===== src/hdl/pss_pkg.sv =====
// constants, codes and types for the phase shedding and start-up controller
// assumes one 200 MHz clock and one 8-bit register port shared by both regulator outputs
package pss_pkg;

    // ------------------------------------------------------------------
    // clock and timing
    // ------------------------------------------------------------------
    localparam int CLK_MHZ = 200;
    // time between two soft-start dac steps, in ns
    localparam int SS_STEP_NS = 1000;
    localparam int SS_STEP_CYC = (SS_STEP_NS * CLK_MHZ + 999) / 1000;
    localparam int SS_CNT_W = 8;

    // ------------------------------------------------------------------
    // register port
    // ------------------------------------------------------------------
    localparam int ADDR_W = 8;
    localparam int DATA_W = 8;
    localparam logic [ADDR_W-1:0] ADDR_STATUS = 8'h00;
    localparam logic [ADDR_W-1:0] ADDR_PSTATE = 8'h32;
    localparam logic [DATA_W-1:0] RDATA_NONE = 8'h00;

    // status register field positions
    localparam int ST_LS_BIT = 0;
    localparam int ST_PG_BIT = 1;
    localparam int ST_SEQ_LO = 2;
    localparam int ST_SEQ_HI = 3;
    localparam int ST_ALERT_BIT = 4;
    localparam int ST_DEM_BIT = 5;

    // ------------------------------------------------------------------
    // widths, power states, phase counts
    // ------------------------------------------------------------------
    localparam int DAC_W = 8;
    localparam int A_PH = 4;
    localparam int B_PH = 3;
    localparam logic [DAC_W-1:0] DAC_ZERO = 8'h00;
    localparam logic [DAC_W-1:0] DAC_STEP = 8'h01;

    typedef enum logic [1:0] {
        POWER_STATE_ZERO = 2'h0,
        POWER_STATE_ONE = 2'h1,
        POWER_STATE_TWO = 2'h2,
        POWER_STATE_THREE = 2'h3
    } pstate_t;

    // overcurrent limit scaling codes
    typedef enum logic [1:0] {
        OCP_FULL = 2'h0,
        OCP_TWO_THIRDS = 2'h1,
        OCP_HALF = 2'h2,
        OCP_THIRD = 2'h3
    } ocp_t;

    // start-up sequencer, gray along off -> wait -> ramp -> run
    typedef enum logic [1:0] {
        SEQ_OFF = 2'h0,
        SEQ_WAIT_EN = 2'h1,
        SEQ_RAMP = 2'h3,
        SEQ_RUN = 2'h2
    } seq_t;

    localparam logic [2:0] PH_ONE = 3'h1;
    localparam logic [2:0] PH_TWO = 3'h2;
    localparam logic [2:0] PH_THREE = 3'h3;
    localparam logic [2:0] PH_FOUR = 3'h4;

    typedef struct packed {
        logic [2:0] nact;
        ocp_t overcurrent_limit;
        logic dem_ok;
    } shed_t;

endpackage


===== src/hdl/phase_shedding_startup_control.sv =====
// start-up sequencing, phase shedding and phase clock rotation for a
// dual-output multiphase regulator controller
// assumes async pin levels, one master one-shot per output and a register
// master on mclk that never issues both strobes at once
//
// How it works
// [RULE1] diode emulation only in power states two, three
// [RULE2] emulation on first channels 1-2, second channel 1
// [RULE3] no regulation until all three supplies ok
// [RULE4] start-up begins when enable sampled high
// [RULE5] dac steps from zero to boot voltage
// [RULE6] power good rises as ramp begins
// [RULE7] alert goes low when ramp reaches boot
// [RULE8] enable tied high starts right after supply ok
// [RULE9] low side off until output above 400mV
// [RULE10] sense pin strapped high disables that phase
// [RULE11] board disables phases from highest number down
// [RULE12] four-phase first output shedding and overcurrent table
// [RULE13] three-phase first output shedding and overcurrent table
// [RULE14] two-phase first output runs phase 1 later
// [RULE15] one-phase first output keeps one overcurrent limit
// [RULE16] three-phase second output shedding and overcurrent table
// [RULE17] two-phase second output runs phase 1 later
// [RULE18] one-phase second output keeps one overcurrent limit
// [RULE19] power state written at 32h drives shedding
// [RULE20] master clock pulses rotate among active phases
// [RULE21] output with phase 1 strapped high ignores bus
// [RULE22] conduction choice from second resistor, shared
// [RULE23] two-bit power state, reevaluated on every change
//
// The implementer's own choices: the strobed register port and the register offsets.
`timescale 1ns/1ps
module phase_shedding_startup_control
    import pss_pkg::*;
(
    // clock, reset, enable
    input wire logic mclk,
    input wire logic sys_rst,
    input wire logic ce,
    // bias supply comparators: above rising and above falling threshold
    input wire logic [2:0] por_rise_ok,
    input wire logic [2:0] por_fall_ok,
    // start-up pins
    input wire logic regulator_enable_input,
    input wire logic vout_above_400mv,
    input wire logic [DAC_W-1:0] boot_voltage,
    input wire logic second_program_resistor,
    // phase sense straps, high when strapped to the logic supply
    input wire logic [A_PH-1:0] a_phase_sense_pin,
    input wire logic [B_PH-1:0] b_phase_sense_pin,
    // master clock one-shots from the modulators
    input wire logic a_master_clk,
    input wire logic b_master_clk,
    // register port, bus_sel picks the output addressed
    input wire logic bus_sel,
    input wire logic [ADDR_W-1:0] bus_addr,
    input wire logic [DATA_W-1:0] bus_wdata,
    input wire logic bus_wr,
    input wire logic bus_rd,
    output logic [DATA_W-1:0] bus_rdata,
    output logic bus_ack,
    // start-up outputs
    output logic power_good_output,
    output logic alert_n,
    output logic [DAC_W-1:0] dac_code,
    output logic low_side_gate_en,
    // shedding outputs
    output logic [A_PH-1:0] a_phase_en,
    output logic [B_PH-1:0] b_phase_en,
    output logic [1:0] a_overcurrent_limit,
    output logic [1:0] b_overcurrent_limit,
    output logic [1:0] a_diode_emulation_mode,
    output logic b_diode_emulation_mode,
    // phase clocks
    output logic [A_PH-1:0] a_phase_clk,
    output logic [B_PH-1:0] b_phase_clk
);

    // ------------------------------------------------------------------
    // pin synchronisers
    // ------------------------------------------------------------------
    localparam int SYNC_W = 3 + 3 + 1 + 1 + DAC_W + 1 + A_PH + B_PH + 1 + 1;

    logic [SYNC_W-1:0] sync1_q;
    logic [SYNC_W-1:0] sync2_q;
    logic [2:0] rise_s;
    logic [2:0] fall_s;
    logic en_s;
    logic v400_s;
    logic [DAC_W-1:0] boot_s;
    logic dem_sel_s;
    logic [A_PH-1:0] a_strap_s;
    logic [B_PH-1:0] b_strap_s;
    logic a_mclk_s;
    logic b_mclk_s;

    // two flops on every pin; only the second one is read below
    always_ff @(posedge mclk or posedge sys_rst) begin
        if (sys_rst) begin
            sync1_q <= '0;
            sync2_q <= '0;
        end else if (ce) begin
            sync1_q <= {por_rise_ok, por_fall_ok, regulator_enable_input,
                        vout_above_400mv, boot_voltage, second_program_resistor,
                        a_phase_sense_pin, b_phase_sense_pin, a_master_clk,
                        b_master_clk};
            sync2_q <= sync1_q;
        end
    end

    assign {rise_s, fall_s, en_s, v400_s, boot_s, dem_sel_s, a_strap_s, b_strap_s,
            a_mclk_s, b_mclk_s} = sync2_q;

    // ------------------------------------------------------------------
    // bias supervision
    // ------------------------------------------------------------------
    logic bias_ok_q;

    // up only when every supply passes its rising threshold, down only when
    // one falls under its lower threshold, so small dips do not trip it
    always_ff @(posedge mclk or posedge sys_rst) begin
        if (sys_rst) begin
            bias_ok_q <= 1'b0;
        end else if (ce) begin
            if (!(&fall_s)) begin
                bias_ok_q <= 1'b0; // [RULE3]
            end else if (&rise_s) begin
                bias_ok_q <= 1'b1; // [RULE3]
            end
        end
    end

    // ------------------------------------------------------------------
    // strap capture
    // ------------------------------------------------------------------
    seq_t seq_q;
    logic [2:0] a_cnt_q;
    logic [2:0] b_cnt_q;
    logic a_on_q;
    logic b_on_q;
    logic dem_sel_q;
    logic [DAC_W-1:0] boot_q;

    // straps are read once, as the supplies come good; a board that breaks
    // the highest-first order gets the count of the unbroken low run
    always_ff @(posedge mclk or posedge sys_rst) begin
        if (sys_rst) begin
            a_cnt_q <= PH_ONE;
            b_cnt_q <= PH_ONE;
            a_on_q <= 1'b0;
            b_on_q <= 1'b0;
            dem_sel_q <= 1'b0;
            boot_q <= DAC_ZERO;
        end else if (ce && seq_q == SEQ_OFF && bias_ok_q) begin
            a_cnt_q <= a_strap_s[1] ? PH_ONE : a_strap_s[2] ? PH_TWO : // [RULE10] [RULE11]
                       a_strap_s[3] ? PH_THREE : PH_FOUR;
            b_cnt_q <= b_strap_s[1] ? PH_ONE : b_strap_s[2] ? PH_TWO : PH_THREE; // [RULE10]
            a_on_q <= !a_strap_s[0]; // [RULE21]
            b_on_q <= !b_strap_s[0]; // [RULE21]
            dem_sel_q <= dem_sel_s; // [RULE22]
            boot_q <= boot_s;
        end
    end

    // ------------------------------------------------------------------
    // start-up sequencer and soft-start dac
    // ------------------------------------------------------------------
    logic [SS_CNT_W-1:0] step_cnt_q;
    logic [DAC_W-1:0] dac_q;
    logic ramp_done;
    logic step_tick;

    assign step_tick = (step_cnt_q == SS_CNT_W'(SS_STEP_CYC - 1));
    assign ramp_done = (seq_q == SEQ_RAMP) && (dac_q == boot_q);

    // enable tied high simply passes the wait state on the next cycle
    always_ff @(posedge mclk or posedge sys_rst) begin
        if (sys_rst) begin
            seq_q <= SEQ_OFF;
        end else if (ce) begin
            if (!bias_ok_q) begin
                seq_q <= SEQ_OFF; // [RULE3]
            end else begin
                unique case (seq_q)
                    SEQ_OFF: seq_q <= SEQ_WAIT_EN; // [RULE3]
                    SEQ_WAIT_EN: if (en_s) seq_q <= SEQ_RAMP; // [RULE4] [RULE8]
                    SEQ_RAMP: begin
                        if (!en_s) begin
                            seq_q <= SEQ_WAIT_EN;
                        end else if (ramp_done) begin
                            seq_q <= SEQ_RUN; // [RULE5]
                        end
                    end
                    SEQ_RUN: if (!en_s) seq_q <= SEQ_WAIT_EN;
                endcase
            end
        end
    end

    // dac counts up one code per step time from zero to the boot code
    always_ff @(posedge mclk or posedge sys_rst) begin
        if (sys_rst) begin
            dac_q <= DAC_ZERO;
            step_cnt_q <= '0;
        end else if (ce) begin
            if (seq_q != SEQ_RAMP && seq_q != SEQ_RUN) begin
                dac_q <= DAC_ZERO; // [RULE5]
                step_cnt_q <= '0;
            end else if (seq_q == SEQ_RAMP && !ramp_done) begin
                step_cnt_q <= step_tick ? '0 : step_cnt_q + 1'b1;
                if (step_tick) begin
                    dac_q <= dac_q + DAC_STEP; // [RULE5]
                end
            end
        end
    end

    // ------------------------------------------------------------------
    // power good, alert, low-side release
    // ------------------------------------------------------------------
    logic pg_q;
    logic alert_n_q;
    logic ls_q;
    logic status_rd;

    // power good comes with the first ramp cycle and stays while running
    always_ff @(posedge mclk or posedge sys_rst) begin
        if (sys_rst) begin
            pg_q <= 1'b0;
        end else if (ce) begin
            pg_q <= (seq_q != SEQ_OFF) && en_s && bias_ok_q; // [RULE6]
        end
    end

    // alert stays low until software reads status; a new ramp end wins
    always_ff @(posedge mclk or posedge sys_rst) begin
        if (sys_rst) begin
            alert_n_q <= 1'b1;
        end else if (ce) begin
            if (ramp_done && bias_ok_q && en_s) begin
                alert_n_q <= 1'b0; // [RULE7]
            end else if (status_rd) begin
                alert_n_q <= 1'b1;
            end
        end
    end

    // body diodes carry the ramp current until the output passes 400mV
    always_ff @(posedge mclk or posedge sys_rst) begin
        if (sys_rst) begin
            ls_q <= 1'b0;
        end else if (ce) begin
            if (seq_q != SEQ_RAMP && seq_q != SEQ_RUN) begin
                ls_q <= 1'b0; // [RULE9]
            end else if (v400_s) begin
                ls_q <= 1'b1; // [RULE9]
            end
        end
    end

    // ------------------------------------------------------------------
    // power state registers and shedding
    // ------------------------------------------------------------------
    pstate_t ps_a_q;
    pstate_t ps_b_q;
    logic target_ok;
    shed_t a_shed;
    shed_t b_shed;
    logic running;

    // one table serves both outputs; the second never reports four phases
    function automatic shed_t shed(input logic [2:0] cnt, input pstate_t ps);
        shed_t s;
        s.nact = cnt;
        s.overcurrent_limit = OCP_FULL;
        s.dem_ok = (ps == POWER_STATE_TWO) || (ps == POWER_STATE_THREE); // [RULE1]
        if (ps != POWER_STATE_ZERO) begin
            unique case (cnt)
                PH_FOUR: begin
                    s.nact = (ps == POWER_STATE_ONE) ? PH_TWO : PH_ONE; // [RULE12]
                    s.overcurrent_limit = (ps == POWER_STATE_ONE) ? OCP_HALF : OCP_THIRD;
                end
                PH_THREE: begin
                    s.nact = (ps == POWER_STATE_ONE) ? PH_TWO : PH_ONE; // [RULE13] [RULE16]
                    s.overcurrent_limit = (ps == POWER_STATE_ONE) ? OCP_TWO_THIRDS : OCP_THIRD;
                end
                PH_TWO: begin
                    s.nact = PH_ONE; // [RULE14] [RULE17]
                    s.overcurrent_limit = OCP_HALF;
                end
                default: begin
                    s.nact = PH_ONE; // [RULE15] [RULE18]
                    s.overcurrent_limit = OCP_FULL;
                end
            endcase
        end
        return s;
    endfunction

    assign a_shed = shed(a_cnt_q, ps_a_q); // [RULE23]
    assign b_shed = shed(b_cnt_q, ps_b_q); // [RULE23]
    assign running = (seq_q == SEQ_RAMP) || (seq_q == SEQ_RUN);
    assign target_ok = bus_sel ? b_on_q : a_on_q; // [RULE21]

    // power state writes land only on an output that is in use
    always_ff @(posedge mclk or posedge sys_rst) begin
        if (sys_rst) begin
            ps_a_q <= POWER_STATE_ZERO;
            ps_b_q <= POWER_STATE_ZERO;
        end else if (ce && bus_wr && target_ok && bus_addr == ADDR_PSTATE) begin
            if (bus_sel) begin
                ps_b_q <= pstate_t'(bus_wdata[1:0]); // [RULE19] [RULE23]
            end else begin
                ps_a_q <= pstate_t'(bus_wdata[1:0]); // [RULE19] [RULE23]
            end
        end
    end

    // shedding outputs follow the table one cycle after a state change
    always_ff @(posedge mclk or posedge sys_rst) begin
        if (sys_rst) begin
            a_phase_en <= '0;
            b_phase_en <= '0;
            a_overcurrent_limit <= OCP_FULL;
            b_overcurrent_limit <= OCP_FULL;
            a_diode_emulation_mode <= '0;
            b_diode_emulation_mode <= 1'b0;
        end else if (ce) begin
            a_phase_en <= (running && a_on_q) ? A_PH'((5'h01 << a_shed.nact) - 5'h01) : '0;
            b_phase_en <= (running && b_on_q) ? B_PH'((5'h01 << b_shed.nact) - 5'h01) : '0;
            a_overcurrent_limit <= a_shed.overcurrent_limit; // [RULE12]
            b_overcurrent_limit <= b_shed.overcurrent_limit; // [RULE16]
            // emulation needs the low side released, so never during diode ramp
            a_diode_emulation_mode <= {2{a_on_q && ls_q && a_shed.dem_ok && dem_sel_q}}; // [RULE2]
            b_diode_emulation_mode <= b_on_q && ls_q && b_shed.dem_ok && dem_sel_q; // [RULE2]
        end
    end

    // ------------------------------------------------------------------
    // phase clock rotation
    // ------------------------------------------------------------------
    logic a_mclk_d_q;
    logic b_mclk_d_q;
    logic [1:0] a_ptr_q;
    logic [1:0] b_ptr_q;

    // each master pulse goes to the next active phase; the pointer wraps
    // on the current count so a shed never leaves it on a dead phase
    always_ff @(posedge mclk or posedge sys_rst) begin
        if (sys_rst) begin
            a_mclk_d_q <= 1'b0;
            b_mclk_d_q <= 1'b0;
            a_ptr_q <= '0;
            b_ptr_q <= '0;
            a_phase_clk <= '0;
            b_phase_clk <= '0;
        end else if (ce) begin
            a_mclk_d_q <= a_mclk_s;
            b_mclk_d_q <= b_mclk_s;
            a_phase_clk <= '0;
            b_phase_clk <= '0;
            if (!running) begin
                a_ptr_q <= '0;
                b_ptr_q <= '0;
            end else begin
                if (a_mclk_s && !a_mclk_d_q && a_on_q) begin
                    a_phase_clk <= A_PH'(4'h1 << a_ptr_q); // [RULE20]
                    a_ptr_q <= ({1'b0, a_ptr_q} + 3'h1 >= a_shed.nact) ? 2'h0 : a_ptr_q + 2'h1;
                end else if ({1'b0, a_ptr_q} >= a_shed.nact) begin
                    a_ptr_q <= '0;
                end
                if (b_mclk_s && !b_mclk_d_q && b_on_q) begin
                    b_phase_clk <= B_PH'(4'h1 << b_ptr_q); // [RULE20]
                    b_ptr_q <= ({1'b0, b_ptr_q} + 3'h1 >= b_shed.nact) ? 2'h0 : b_ptr_q + 2'h1;
                end else if ({1'b0, b_ptr_q} >= b_shed.nact) begin
                    b_ptr_q <= '0;
                end
            end
        end
    end

    // ------------------------------------------------------------------
    // register reads
    // ------------------------------------------------------------------
    assign status_rd = bus_rd && target_ok && bus_addr == ADDR_STATUS;

    // a disabled output gives neither ack nor data, as if absent
    always_ff @(posedge mclk or posedge sys_rst) begin
        if (sys_rst) begin
            bus_rdata <= RDATA_NONE;
            bus_ack <= 1'b0;
        end else if (ce) begin
            bus_rdata <= RDATA_NONE;
            bus_ack <= (bus_rd || bus_wr) && target_ok; // [RULE21]
            if (bus_rd && target_ok) begin
                if (bus_addr == ADDR_PSTATE) begin
                    bus_rdata <= DATA_W'(bus_sel ? ps_b_q : ps_a_q);
                end else if (bus_addr == ADDR_STATUS) begin
                    bus_rdata[ST_LS_BIT] <= ls_q;
                    bus_rdata[ST_PG_BIT] <= pg_q;
                    bus_rdata[ST_SEQ_HI:ST_SEQ_LO] <= seq_q;
                    bus_rdata[ST_ALERT_BIT] <= !alert_n_q;
                    bus_rdata[ST_DEM_BIT] <= dem_sel_q;
                end
            end
        end
    end

    // ------------------------------------------------------------------
    // output drive
    // ------------------------------------------------------------------
    assign power_good_output = pg_q;
    assign alert_n = alert_n_q;
    assign dac_code = dac_q;
    assign low_side_gate_en = ls_q;

endmodule


===== config.mk =====
export PLATFORM = sky130hd
export DESIGN_NAME = phase_shedding_startup_control
export DESIGN_NICKNAME = d
export VERILOG_FILES = /design/src/hdl/pss_pkg.sv /design/src/hdl/phase_shedding_startup_control.sv
export SDC_FILE = /design/constraint.sdc
export NUM_CORES = 1
export LEC_CHECK = 0
export ABC_AREA = 1
export BUFFER_PORTS_ARGS = -buffer_cell sky130_fd_sc_hd__buf_2
export CORE_ASPECT_RATIO = 0.7
export CORE_MARGIN = 1
export CORE_UTILIZATION = 45
export DETAILED_ROUTE_END_ITERATION = 8
export MAX_ROUTING_LAYER = met4
export PLACE_DENSITY = 0.69
export RECOVER_POWER = 50
export SYNTH_ARGS = -nofsm -noshare
export SYNTH_HDL_FRONTEND = slang
export SYNTH_SLANG_ARGS = --single-unit

===== constraint.sdc =====
create_clock -name mclk -period 4.1 [get_ports mclk]
set_clock_uncertainty 0.05 [all_clocks]
set_input_delay 0.205 -clock mclk [delete_from_list [all_inputs] [get_ports mclk]]
set_output_delay 0.205 -clock mclk [all_outputs]
set_load 0.05 [all_outputs]

==> metrics.yaml <==
fin_tns_setup_ns: 0
htree_levels: 4
port_buffers: 80
fmax_mhz: 366.4
nNetsFinal: 884
max-cap-violations: 1
peakVddDrop_v: 0.0003524
final_util_pct: 57.84
die_x_um: 140.4
fillers: 1111
viasPerCell: 5.078
synth_top_area_share_pct: 51.41
layout_commonest_cell: "nand2_1"
hold_ws_ns: -0.01610
synth_largest_area_cell: "dfrtp_1"
postSynthCellCount: 719
p_leak_uw: 0.003838
grt_max_degree: 88
initial_core_util_pct: 47.29
ant_nets: 0
path_class: "in2reg"
hpwl_um: 9134
path_cells: "clkbuf_1 > inv_2 > clkbuf_1 > nor2_1 > inv_2 > nand2_4 > nand2_4 > nand2_1 > nand2_1"
hp-class: "in2async"
mostFrequentLayoutCells: "274 x nand2_1, 124 x dfrtp_1, 78 x buf_2"
cts_tree: "done"
cts_buffer_depth: 2
layout-drive-gt1-share_pct: 15.63
routed-via-count: 5048
synth_area_leaders: "dfrtp_1 51%, nand2_1 17%, o21ai_0 5.1%, inv_1 4.0%, ha_1 3.3%"
critical_path_required_ns: 4.40
finalCritPeriodShare_pct: 66.57
cp_num_buf_inv: 4
grt_usage_pct: 21.26
rsz0062_at_grt: "no"
startpoint_type: "input port"
synth-seq-area-share_pct: 52.72
drt-initial-drc-count: 364
clock_latency_ns: 0.41
gr-usage-met1_pct: 29.05
drtPass1Iterations: 5
postSynthAreaPerCell_um2: 8.395
ys_ff_latch: 127
core_area_um2: 12760
finalSetupViolations: 0
synth_cell_types: 44
wire_per_inst_um: 13.57
syn_to_final_growth_pct: 22.31
fp.dieH_um: 98.90
slew_headroom_pct: -26.51
cts_hold_buf: 25
die_area_um2: 13890
worstMarginPinSlew_ns: 1.898
cts_setup_buffers: 0
drc: 0
grt_pass1_vias: 4751
clock_sink_count: 127
synth_area_um2: 6036
critPathMaxStageDelay_ns: 1.42
row_count: 34
crit_fanout: 45
violations: "hold timing, capacitance limit, slew limit"
finalHoldViolations: 15
yosysWarnings: 0
top_usage_layer: "met2"
cts_root_buffer: "clkbuf_16"
ioPinCount: 89
status: "complete, but fails checks"
fin_crit_ns: 2.729
wirelength_um: 13490
use_met3_pct: 4.810
numCtsBuffers: 17
p_per_area_nw_per_um2: 458.5
use_met2_pct: 31.46
cts.reportedPaths.clkPinSlew_ns: 0.06
arrival_ns: 3.03
slew_violations: 46
ctsResizeCount: 0
num_antenna_cells: 0
cp_top_family: "buffers and inverters"
antenna_found_initial: 0
place_congestion: 0.8130
gr-total-overflow: 0
worst_path_max_delay_cell: "clkbuf_1"
grt_first_pass_wirelength_um: 22610
end_kind: "register"
## routing by layer
metal	up-vias	wire, um
met5	-	0
met3	15	799
met4	0	121
li1	2501	-
met2	172	5856
met1	2360	6711
## Yosys cell counts, drive strengths merged
cell and n:
a21oi 6, o21bai 1, o22ai 2, conb 1, a41oi 1, nand2 279
o211ai 2, a32o 4, o41ai 2, o21ai 63, nor3 6, ha 16
nor2 34, nand3b 5, a211oi 1, o21a 1, nand3 38, xnor2 10
o31ai 6, dfrtp 124, a21boi 2, dfstp 3, a21o 1, nor4 3
clkbuf 11, buf 18, nand4 5, inv 66, xor2 3, nor3b 2
a22oi 1, a22o 1, fa 1
## area by class of cell
cell class / instances / area, um^2 / area share, %
clock buffer: 18 / 439.2 / 5.949
multi-input combinational: 498 / 2457 / 33.29
sequential: 127 / 3182 / 43.10
timing repair buffer: 109 / 670.6 / 9.085
clock inverter: 14 / 180.2 / 2.441
tap: 162 / 202.7 / 2.746
inverter: 66 / 250.2 / 3.390
## metrics by stage
stage | instance area, um^2 | cells | total power (uW) | setup slack, ns | hold WS [ns]
2_1_floorplan | 6040 | 720 | 1723 | 0.4657 | 0.2716
3_3_place_gp | 6523 | 937 | 1813 | 1.762 | 0.3573
3_5_place_dp | 6523 | 937 | 1834 | 1.650 | 0.3593
4_1_cts | 7392 | 994 | 3408 | 1.853 | 0.004014
5_1_grt | 7382 | 994 | 3536 | 1.073 | 0.01968
6_report | 7382 | 994 | 3385 | 1.371 | -0.01610
## worst paths after layout
path	startpoint	endpoint	slack, ns	cells after the start
max	ce	dac_code[7]	1.37	9
min	sys_rst	step_cnt_q[7]	-0.02	2
max reg2reg	ps_a_q[1]	a_ptr_q[1]	1.83	15
min reg2reg	sync2_q[5]	a_on_q	0.41	1
max in group asynchronous	sys_rst	a_overcurrent_limit[0]	2.66	3
min in group mclk	b_master_clk	sync1_q[0]	0.02	3
## registers in the layout, summed over array words and instances, names as in the netlist, 2 cells and up
register             count
b_phase_en               3
seq_q                    2
dac_code                 8
b_cnt_q                  2
a_overcurrent_limit      2
step_cnt_q               8
a_cnt_q                  3
bus_rdata                6
b_overcurrent_limit      2
b_ptr_q                  2
b_phase_clk              3
a_phase_en               4
a_phase_clk              4
ps_a_q                   2
a_ptr_q                  2
boot_q                   8
sync2_q                 26
sync1_q                 26
ps_b_q                   2
## cell families after synthesis
logic type / after synthesis / synth area share, %
adders and majority gates: 17 / 3.648
AOI/OAI and AO/OA: 94 / 9.287
xor gates and xnor gates: 13 / 2.011
and+or+nand+nor: 372 / 25.64
buffers and inverters: 95 / 6.633
other: 1 / 0.06213
DFF: 127 / 52.72
## power by group
group          switching [uW]  internal, uW
Combinational             256           143
Sequential               77.1          1360
Clock                     570           982
Total                     904          2480
(Power assumes the default switching activity.)
